==> config.mk <==
export PLATFORM = sky130hd
export DESIGN_NAME = sbcs_standby_ctrl
export DESIGN_NICKNAME = d
export VERILOG_FILES = /design/src/common/sbcs_pkg.sv /design/src/rtl/sbcs_change_detect.sv /design/src/rtl/sbcs_standby_ctrl.sv
export SDC_FILE = /design/constraint.sdc
export NUM_CORES = 1
export LEC_CHECK = 0
export BUFFER_PORTS_ARGS = -buffer_cell sky130_fd_sc_hd__buf_4
export CAP_MARGIN = 30
export CORE_MARGIN = 4
export CORE_UTILIZATION = 49
export DETAILED_ROUTE_END_ITERATION = 12
export PLACE_DENSITY = 0.76
export SLEW_MARGIN = 20
export SYNTH_ARGS = -nofsm -noshare
export SYNTH_HDL_FRONTEND = slang
export SYNTH_SLANG_ARGS = --single-unit
==> constraint.sdc <==
create_clock -name core_clk -period 2.08 [get_ports core_clk]
set_clock_uncertainty 0.15 [all_clocks]
set_input_delay 0.104 -clock core_clk [delete_from_list [all_inputs] [get_ports core_clk]]
set_output_delay 0.104 -clock core_clk [all_outputs]
set_load 0.05 [all_outputs]
==> src/common/sbcs_pkg.sv <==
// Shared constants and types for the standby and clock-stop control block
package sbcs_pkg;

   // ----------------------------------------------------------------
   // Timing
   // ----------------------------------------------------------------
   localparam int CLK_HZ = 20_000_000;
   localparam int NS_PER_S = 1_000_000_000;
   // Oscillator restart settle time, least time, in ns
   localparam int OSC_SETTLE_NS = 10_000;
   localparam int OSC_SETTLE_CYC =
      (OSC_SETTLE_NS / 1000 * (CLK_HZ / 1_000_000) > 0) ?
      OSC_SETTLE_NS / 1000 * (CLK_HZ / 1_000_000) : 1;
   localparam int SETTLE_W = 16;

   // ----------------------------------------------------------------
   // Reset values
   // ----------------------------------------------------------------
   localparam logic RST_LOW = 1'b0;
   localparam logic RST_HIGH = 1'b1;
   localparam logic MUTE_ON = 1'b1;

   // ----------------------------------------------------------------
   // Run state of oscillator and CPU
   // ----------------------------------------------------------------
   typedef enum logic [1:0] {SBCS_RUN, SBCS_STOP, SBCS_WARM} sbcs_state_type;

endpackage : sbcs_pkg

==> src/rtl/sbcs_change_detect.sv <==
// Level change detector for the radio power sense input
`timescale 1ns/100ps
`default_nettype none

module sbcs_change_detect
(
   input wire logic core_clk,
   input wire logic nrst,
   input wire logic level,
   output logic change
);

   logic prev_reg;

   // Sense is expected low at power-on, so reset matches it
   always_ff @(posedge core_clk or negedge nrst)
   begin
      if (!nrst)
         prev_reg <= sbcs_pkg::RST_LOW;
      else
         prev_reg <= level;
   end

   assign change = prev_reg ^ level;

endmodule : sbcs_change_detect
`default_nettype wire

==> src/rtl/sbcs_standby_ctrl.sv <==
// Radio sense, PLL reference gating, clock-stop and system reset control
`timescale 1ns/100ps
`default_nettype none

// Function
// - Radio sense high means radio on, low means radio off.
// - Radio sense low forces the PLL reference output low.
// - Clock-stop with sense low halts oscillator and CPU into back-up.
// - While stopped, PLL reference, port and muting outputs are driven low; portValid keeps its value.
// - While stopped, data memory and port contents are retained.
// - Clock-stop with sense high acts as no-operation; CPU keeps running.
// - Crystal oscillation stays off while clock-stop is in effect.
// - Test input high selects test mode; low or open selects normal.
// - Test input has a pull-down so an open pin means normal.
// - Power-on reset applies system reset, then execution starts at zero.
// - Port contents are undefined after power-up until the program writes; here the port latch resets to zero and portValid stays low.
// - Any radio sense level change drives the muting output high.
// - Initialise input low holds reset; high starts from address zero.
module sbcs_standby_ctrl
#(
   parameter int PORT_W = 8,
   parameter int SETTLE_CYC = sbcs_pkg::OSC_SETTLE_CYC
)
(
   input wire logic core_clk,
   input wire logic nrst,
   input wire logic radioPowerSense,
   input wire logic initN,
   input wire logic testPin,
   input wire logic clockStopInstr,
   input wire logic refClkIn,
   input wire logic portWrite,
   input wire logic [PORT_W-1:0] portData,
   input wire logic muteWrite,
   input wire logic muteData,
   output logic cpuReset,
   output logic cpuClkEn,
   output logic crystalPinsRun,
   output logic ramHold,
   output logic testMode,
   output logic radioOn,
   output logic pllRefOut,
   output logic [PORT_W-1:0] portOut,
   output logic portValid,
   output logic muteOut
);

   sbcs_pkg::sbcs_state_type state_reg;
   sbcs_pkg::sbcs_state_type state_next;
   logic [sbcs_pkg::SETTLE_W-1:0] settle_reg;
   logic [PORT_W-1:0] portLatch_reg;
   logic portLoaded_reg;
   logic muteLatch_reg;
   logic senseChange;
   logic runNext;
   logic stopReq;

   // ----------------------------------------------------------------
   // Radio sense edge detection
   // ----------------------------------------------------------------
   sbcs_change_detect u_sense_edge
   (
      .core_clk(core_clk),
      .nrst(nrst),
      .level(radioPowerSense),
      .change(senseChange)
   );

   // ----------------------------------------------------------------
   // Clock-stop state machine
   // ----------------------------------------------------------------
   // Honoured only from a running, out-of-reset CPU
   assign stopReq = clockStopInstr && cpuClkEn && !cpuReset;

   always_comb
   begin
      state_next = state_reg;
      unique case (state_reg)
         sbcs_pkg::SBCS_RUN:
            if (stopReq && !radioPowerSense)
               state_next = sbcs_pkg::SBCS_STOP;
         sbcs_pkg::SBCS_STOP:
            if (radioPowerSense)
               state_next = sbcs_pkg::SBCS_WARM;
         sbcs_pkg::SBCS_WARM:
            if (settle_reg == sbcs_pkg::SETTLE_W'(SETTLE_CYC - 1))
               state_next = sbcs_pkg::SBCS_RUN;
      endcase
   end

   assign runNext = (state_next == sbcs_pkg::SBCS_RUN);

   always_ff @(posedge core_clk or negedge nrst)
   begin
      if (!nrst)
         state_reg <= sbcs_pkg::SBCS_RUN;
      else
         state_reg <= state_next;
   end

   // Oscillator settle count, only runs while warming up
   always_ff @(posedge core_clk or negedge nrst)
   begin
      if (!nrst)
         settle_reg <= '0;
      else if (state_reg == sbcs_pkg::SBCS_WARM)
         settle_reg <= settle_reg + sbcs_pkg::SETTLE_W'(1);
      else
         settle_reg <= '0;
   end

   // ----------------------------------------------------------------
   // Clock, oscillator and memory hold controls
   // ----------------------------------------------------------------
   always_ff @(posedge core_clk or negedge nrst)
   begin
      if (!nrst)
      begin
         cpuClkEn <= sbcs_pkg::RST_HIGH;
         crystalPinsRun <= sbcs_pkg::RST_HIGH;
         ramHold <= sbcs_pkg::RST_LOW;
      end
      else
      begin
         cpuClkEn <= runNext;
         crystalPinsRun <= (state_next != sbcs_pkg::SBCS_STOP);
         ramHold <= !runNext;
      end
   end

   // ----------------------------------------------------------------
   // System reset
   // ----------------------------------------------------------------
   // Power-on holds the CPU in reset until the first edge with initN high
   always_ff @(posedge core_clk or negedge nrst)
   begin
      if (!nrst)
         cpuReset <= sbcs_pkg::RST_HIGH;
      else
         cpuReset <= !initN;
   end

   // ----------------------------------------------------------------
   // Mode inputs
   // ----------------------------------------------------------------
   // Pad pull-down resolves an open pin to low before it reaches here
   always_ff @(posedge core_clk or negedge nrst)
   begin
      if (!nrst)
      begin
         testMode <= sbcs_pkg::RST_LOW;
         radioOn <= sbcs_pkg::RST_LOW;
      end
      else
      begin
         testMode <= testPin;
         radioOn <= radioPowerSense;
      end
   end

   // ----------------------------------------------------------------
   // Output terminals
   // ----------------------------------------------------------------
   always_ff @(posedge core_clk or negedge nrst)
   begin
      if (!nrst)
         pllRefOut <= sbcs_pkg::RST_LOW;
      else
         pllRefOut <= radioPowerSense && runNext && refClkIn;
   end

   // Port latch survives the stop; only the pins go low
   always_ff @(posedge core_clk or negedge nrst)
   begin
      if (!nrst)
      begin
         portLatch_reg <= '0;
         portLoaded_reg <= sbcs_pkg::RST_LOW;
      end
      else if (portWrite && cpuClkEn && !cpuReset)
      begin
         portLatch_reg <= portData;
         portLoaded_reg <= sbcs_pkg::RST_HIGH;
      end
   end

   always_ff @(posedge core_clk or negedge nrst)
   begin
      if (!nrst)
      begin
         portOut <= '0;
         portValid <= sbcs_pkg::RST_LOW;
      end
      else
      begin
         portOut <= runNext ? portLatch_reg : '0;
         portValid <= portLoaded_reg;
      end
   end

   // Sense change wins over a same-cycle program write
   always_ff @(posedge core_clk or negedge nrst)
   begin
      if (!nrst)
         muteLatch_reg <= sbcs_pkg::RST_LOW;
      else if (senseChange)
         muteLatch_reg <= sbcs_pkg::MUTE_ON;
      else if (muteWrite && cpuClkEn && !cpuReset)
         muteLatch_reg <= muteData;
   end

   always_ff @(posedge core_clk or negedge nrst)
   begin
      if (!nrst)
         muteOut <= sbcs_pkg::RST_LOW;
      else
         muteOut <= runNext && (muteLatch_reg || senseChange);
   end
endmodule : sbcs_standby_ctrl
`default_nettype wire

==> flow_summary.toml, run 1 <==
[logic_synthesis]
synth-async-reset-ratio_pct = 100
syn_nets = 177
yosys.area.top_type_share_pct = 53.6
synth_edf_count = 0
yosysSeqAreaShare_pct = 57.6
synthDistinctLibCells = 39
synthAdderAreaFrac_pct = 1.91
synth_compound_area_share_pct = 4.53
synth-xor-area-share_pct = 5.80
syn_inst = 156
synth_top_family_by_area = "simple AND/OR/NAND/NOR gates"
synth_top_area_cell = "dfrtp_1"
synth-seq-cells = 45
synth.area.mux_share_pct = 4.59
synth_simple_gate_area_share_pct = 23.1
netlist_area_sq_um = 1960
syn_area_per_cell_sq_um = 12.6
synth_top_flop_cell = "dfrtp_1"
synth.area.top_cells = "dfrtp_1, mux2_2, dfstp_2"
yosysWarnings = 0

[critical_path]
critPathMaxFanout = 7
setup.worst_path.end = "portOut[6]"
crit_path_top_delay_cell = "or4b_4"
path_depth = 5
max_stage_delay_ns = 0.55
timing.rr.end = "portOut[6]"
reg2reg_depth = 5
rr_startpoint = "settle_reg[5]"
cp_cell_sequence = "or4b_4 -> nor4_4 -> o22ai_2 -> buf_6 -> nor3b_2"
crit_buf_inv = 1
r2r_setup_slack_ns = -0.008
cp.arrival_ns = 2.15
end_kind = "flip-flop"
cp-startpoint = "settle_reg[5]"
required_ns = 2.14
critPathKind = "reg2reg"
cp-start-kind = "flip-flop"
cp_top_family = "simple AND/OR/NAND/NOR gates"

[finish]
drive_gt1_share_pct = 39.0
diodes = 0
finalInstanceArea_sq_um = 2660
multiInputGateArea_sq_um = 798
largest_register_ffs = 16
fillCellCount = 263
seqCellArea_sq_um = 1130
final_common_cell = "buf_4"
final_core_util_pct = 70.6
nNetsFinal = 248
final_cell_mix = "buf_4, dfrtp_1, dlygate4sd3_1"
area_growth_pct = 35.8

[global_route]
top_usage_layer = "met2"
grt_util_met1_pct = 21.4
grt_first_pass_wirelength_microns = 7500
grt.met3_usage_pct = 3.93
grt_overflow = 0
track_usage_pct = 18.7
grtUsageMet2_pct = 34.4
antenna_found_initial = 0
grt_pass1_vias = 1574
grt_max_degree = 46

[die]
die_h_microns = 71.3
core_area_sq_um = 3770
dieArea_sq_um = 5080
core.rowCount = 22
io_pins = 35
floorplan.initialDensity_pct = 52.0
fp.dieW_microns = 71.3

[timing]
slew_headroom_pct = 63.3
rsz0062_at_grt = "true"
finalCritPeriodShare_pct = 100
fin_ws_ns = -0.00769
maxClockFrequency_mhz = 479
drv_slew = 0
fin_crit_ns = 2.09
setup_violations = 1
hold_viol_final = 0
worst_pin_slew_ns = 0.551

[place]
place_congestion = 0.777
placed_cell_area_sq_um = 2390
port_buffers = 34
dp.final_hpwl_microns = 2860

[clocking]
cts_tree = "built"
htreeDepth = 2
clk-insertion-delay-late_ns = 0.30
clkTransAtPathRegs_ns = 0.08
clkSinkCount = 45
cts_root_buffer = "clkbuf_8"
cts_made_buffers = 5
cts_max_path_buffers = 2

[route]
drt_first_pass_iters = 3
post_drt_via_cell_ratio = 5.18
ant_nets = 0
drc = 0
routed_wl_microns = 4140
drt-wirelength-per-cell_microns = 15.0
drt_iter0_markers = 65
vias = 1430

[power]
power.leakage_nw = 1.26
vdd_drop_max_v = 0.000932
powerDensity_nw_per_um2 = 1290

[run_status]
status = "complete, but fails checks"
violations = "negative setup slack"

[hold_path]
hold_path.class = "in2reg"
hold_start = "portWrite"

[run]
maxCapViolCount = 0
[logic make-up after synthesis]
| family | count (synthesis) |
|---|---|
| AO/OA/AOI/OAI | 12 |
| XOR/XNOR | 13 |
| adder cells (fa/ha/maj) | 3 |
| buffers and inverters | 10 |
| flip-flops | 45 |
| multiplexers | 8 |
| AND/OR/NAND/NOR | 65 |
[timing repair]
action | CTS | global route
endpoints found under the hold margin | 55 | 0
hold buffers | 15 | 0
pin swaps | 6 | 6
endpoints found under the setup margin | 8 | 11
gates resized for setup | 2 | 1
buffers inserted | 1 | 0
[power by group]
| part | switching [mW] | internal, mW | total, mW | leakage, nW |
|---|---|---|---|---|
| clock network | 0.281 | 0.300 | 0.581 | 0.0542 |
| logic | 0.936 | 0.662 | 1.60 | 0.642 |
| registers | 0.114 | 1.13 | 1.24 | 0.562 |
[worst register-to-register path, stage by stage (launching register included)]
cell,delay [ns]
dfrtp_1,0.38
or4b_4,0.55
nor4_4,0.38
o22ai_2,0.19
buf_6,0.17
nor3b_2,0.18
[synthesized netlist by cell type, types with 3 or more instances]
library cell and instances:
nand4_1 3, inv_1 6, nor3_1 4, xnor2_1 5, nor4_1 4, nor2b_1 5
ha_1 3, dfrtp_1 42, nand2_1 7, xor2_1 8, and2_1 12, nor3b_2 6
mux2_2 8, nand3_1 8, dfstp_2 3
[metal layers]
layer	vias to the layer above	part of all wire, %
met2	26	56
met4	0	0.46
met3	4	4.1
met5	-	0
li1	684	-
met1	716	40
[worst min path at each step]
| stage | cells past startpoint | end | slack [ns] |
|---|---|---|---|
| floorplan | 0 | muteLatch_reg | -0.34 |
| global placement | 1 | settle_reg[15] | -0.03 |
| detailed placement | 1 | settle_reg[13] | -0.02 |
| CTS | 3 | portLoaded_reg | 0.17 |
| global route | 3 | portLoaded_reg | 0.19 |
| finish | 3 | portLoaded_reg | 0.17 |
[cell type report]
type | count | share of cell area (%)
sequential | 45 | 42.4
multi-input combinational | 101 | 30.0
timing repair buffer | 68 | 20.7
clock buffer | 7 | 3.62
tap | 48 | 2.25
inverter | 6 | 0.845
clock inverter | 1 | 0.188
[metrics by stage]
step	worst slack (ns)	hold WS [ns]	power, mW	TNS [ns]	cells
2_1_floorplan	0.0605	-0.342	2.26	0	156
5_1_grt	-0.124	0.186	3.62	-1.05	276
3_5_place_dp	-0.0328	-0.0175	2.77	-0.0901	252
4_1_cts	-0.0138	0.166	3.43	-0.0347	276
6_report	-0.00769	0.170	3.42	-0.00769	276
3_3_place_gp	0.0179	-0.0252	2.70	0	252
Note: power is estimated with default switching activity, not from simulation.
==> run 2: changes to the inputs <==
ABC_AREA = 1   (was not set)
PLACE_DENSITY = 0.77   (was 0.76)
==> flow_summary.toml, run 2 <==
[global_route]
grt_overflow = 0
grt_max_degree = 46
track_usage_pct = 16.2
grt_pass1_vias = 1494
grt_first_pass_wirelength_microns = 6330
antenna_found_initial = 0

[clocking]
cts_tree = "built"
clkTransAtPathRegs_ns = 0.08
clk-insertion-delay-late_ns = 0.30
cts_root_buffer = "clkbuf_8"
cts_setup_buffers = 0
cts_max_path_buffers = 2
hold_buffers = 16
cts.repair.resized = 0
cts_made_buffers = 5
clkSinkCount = 45
htreeDepth = 2

[die]
core.rowCount = 22
core_area_sq_um = 3690
floorplan.initialDensity_pct = 50.9
dieArea_sq_um = 4890
io_pins = 35
die_h_microns = 69.9
fp.dieW_microns = 69.9

[logic_synthesis]
synth_edf_count = 0
synth_top_area_cell = "dfrtp_1"
synth_common_cells = "dfrtp_1, nor2_1, inv_1"
syn_inst = 203
yosysWarnings = 0
yosysSeqAreaShare_pct = 60.1
synth-seq-cells = 45
netlist_area_sq_um = 1880
synth-async-reset-ratio_pct = 100
synthMostInstantiatedCell = "dfrtp_1"
synth.area.top_cells = "dfrtp_1, nor2_1, inv_1"
syn_area_per_cell_sq_um = 9.26
synth_top_flop_cell = "dfrtp_1"
syn_nets = 224
yosys.area.top_type_share_pct = 55.9
synthDistinctLibCells = 26

[finish]
area_growth_pct = 30.8
largest_register_ffs = 16
final_cell_mix = "dfrtp_1, buf_4, nor2_1"
final_common_cell = "dfrtp_1"
drive_gt1_share_pct = 25.9
finalInstanceArea_sq_um = 2460
nNetsFinal = 279
diodes = 0
final_core_util_pct = 66.7

[route]
drt_iter0_markers = 51
post_drt_via_cell_ratio = 4.85
ant_nets = 0
vias = 1489
drc = 0
drt_first_pass_iters = 4
drt-wirelength-per-cell_microns = 11.8
routed_wl_microns = 3610

[timing]
rsz0062_at_grt = "false"
drv_slew = 0
fin_ws_ns = 0.257
slew_headroom_pct = 59.4
finalCritPeriodShare_pct = 87.7
tns_ns = 0
fin_crit_ns = 1.82
setup_violations = 0
maxClockFrequency_mhz = 548
hold_viol_final = 0
worst_pin_slew_ns = 0.608

[critical_path]
required_ns = 2.15
critPathMaxFanout = 12
rr_startpoint = "settle_reg[0]"
cp-start-kind = "flip-flop"
reg2reg_depth = 11
end_kind = "flip-flop"
critPathKind = "reg2reg"
timing.rr.end = "muteOut"
r2r_setup_slack_ns = 0.26
cp.arrival_ns = 1.90

[power]
p_int_mw = 1.76
combPwrFrac_pct = 37.3
switchingPower_mw = 1.13
seq_power_share_pct = 39.7
swShare_pct = 39.2
powerDensity_nw_per_um2 = 1180
power.leakage_nw = 1.19
vdd_drop_max_v = 0.000930
p_clk_share_pct = 23.0

[run_status]
status = "finished clean"

[place]
place_congestion = 0.824
dp.final_hpwl_microns = 2410
port_buffers = 34
placed_cell_area_sq_um = 2180
pre_cts_ws_ns = 0.236

[run]
maxCapViolCount = 0

[hold_path]
hold_depth = 4
hold_path.class = "in2reg"
hold_start = "clockStopInstr"
min_to = "state_reg[1]"
-- run 2: cell types whose count changed in the layout (fill, tap and decap cells not counted), sizes merged, moves of 7 or more --
cell	change
o21ai	+8
and2	-12
nor2	+42
nand2	+21
xor2	-7
a21oi	+17
buf	-18
nor3b	-8
mux2	-8
inv	+28
-- run 2: kinds of logic after synthesis --
group	count (synthesis)	synth area share (%)
flops	45	60.1
simple gates	83	20.2
compound gates	33	9.25
buf+inv	38	7.99
fa+ha+maj	3	2.00
xor+xnor	1	0.466
-- run 2: how the worst max path moves through the flow --
| stage | start | endpoint | slack, ns |
|---|---|---|---|
| after floorplan | cpuReset | portLatch_reg[6] | 0.45 |
| after global placement | settle_reg[0] | ramHold | 0.33 |
| after detailed placement | settle_reg[0] | muteOut | 0.24 |
| after CTS | settle_reg[0] | muteOut | 0.22 |
| after global routing | settle_reg[0] | muteOut | 0.04 |
| final | settle_reg[0] | muteOut | 0.26 |
-- run 2: area by class of cell --
type / instances / area (sq um)
fill: 294 / 1230
clock buffer: 5 / 68.8
clock inverter: 3 / 46.3
inverter: 35 / 131
sequential: 45 / 1130
tap: 48 / 60.1
timing repair buffer: 51 / 423
multi-input combinational: 120 / 599
-- run 2: worst max-delay path, stage by stage, from the launching register on --
cell	delay (ns)
dfrtp_1	0.37
ha_1	0.17
nand2_1	0.08
inv_1	0.08
nand2_1	0.05
nor2_1	0.09
nand2_1	0.06
nand2_1	0.07
nand2_1	0.06
nand2_2	0.08
nand3_2	0.29
nor2_1	0.20
-- run 2: power by group through the flow --
stage	Combinational (mW)	Clock (mW)	Sequential, mW
after global routing	1.16	0.717	1.16
final	1.08	0.664	1.15
after detailed placement	1.06	0	1.16
after global placement	1.03	0	1.16
after CTS	1.09	0.686	1.15
after floorplan	0.349	0	1.57
-- run 2: routing by layer --
layer	vias up	wire (microns)	track usage [%]
met1	703	1580	18.8
met5	-	0	0
met2	38	1790	28.0
met4	0	74	6.81
li1	739	-	-
met3	9	176	4.17
-- run 2: per-stage QoR --
stage	power, mW	hold WS, ns	instances
6_report	2.89	0.0915	307
5_1_grt	3.04	0.138	307
4_1_cts	2.92	0.0840	307
3_5_place_dp	2.22	-0.0142	283
3_3_place_gp	2.19	-0.0179	283
2_1_floorplan	1.92	-0.342	203
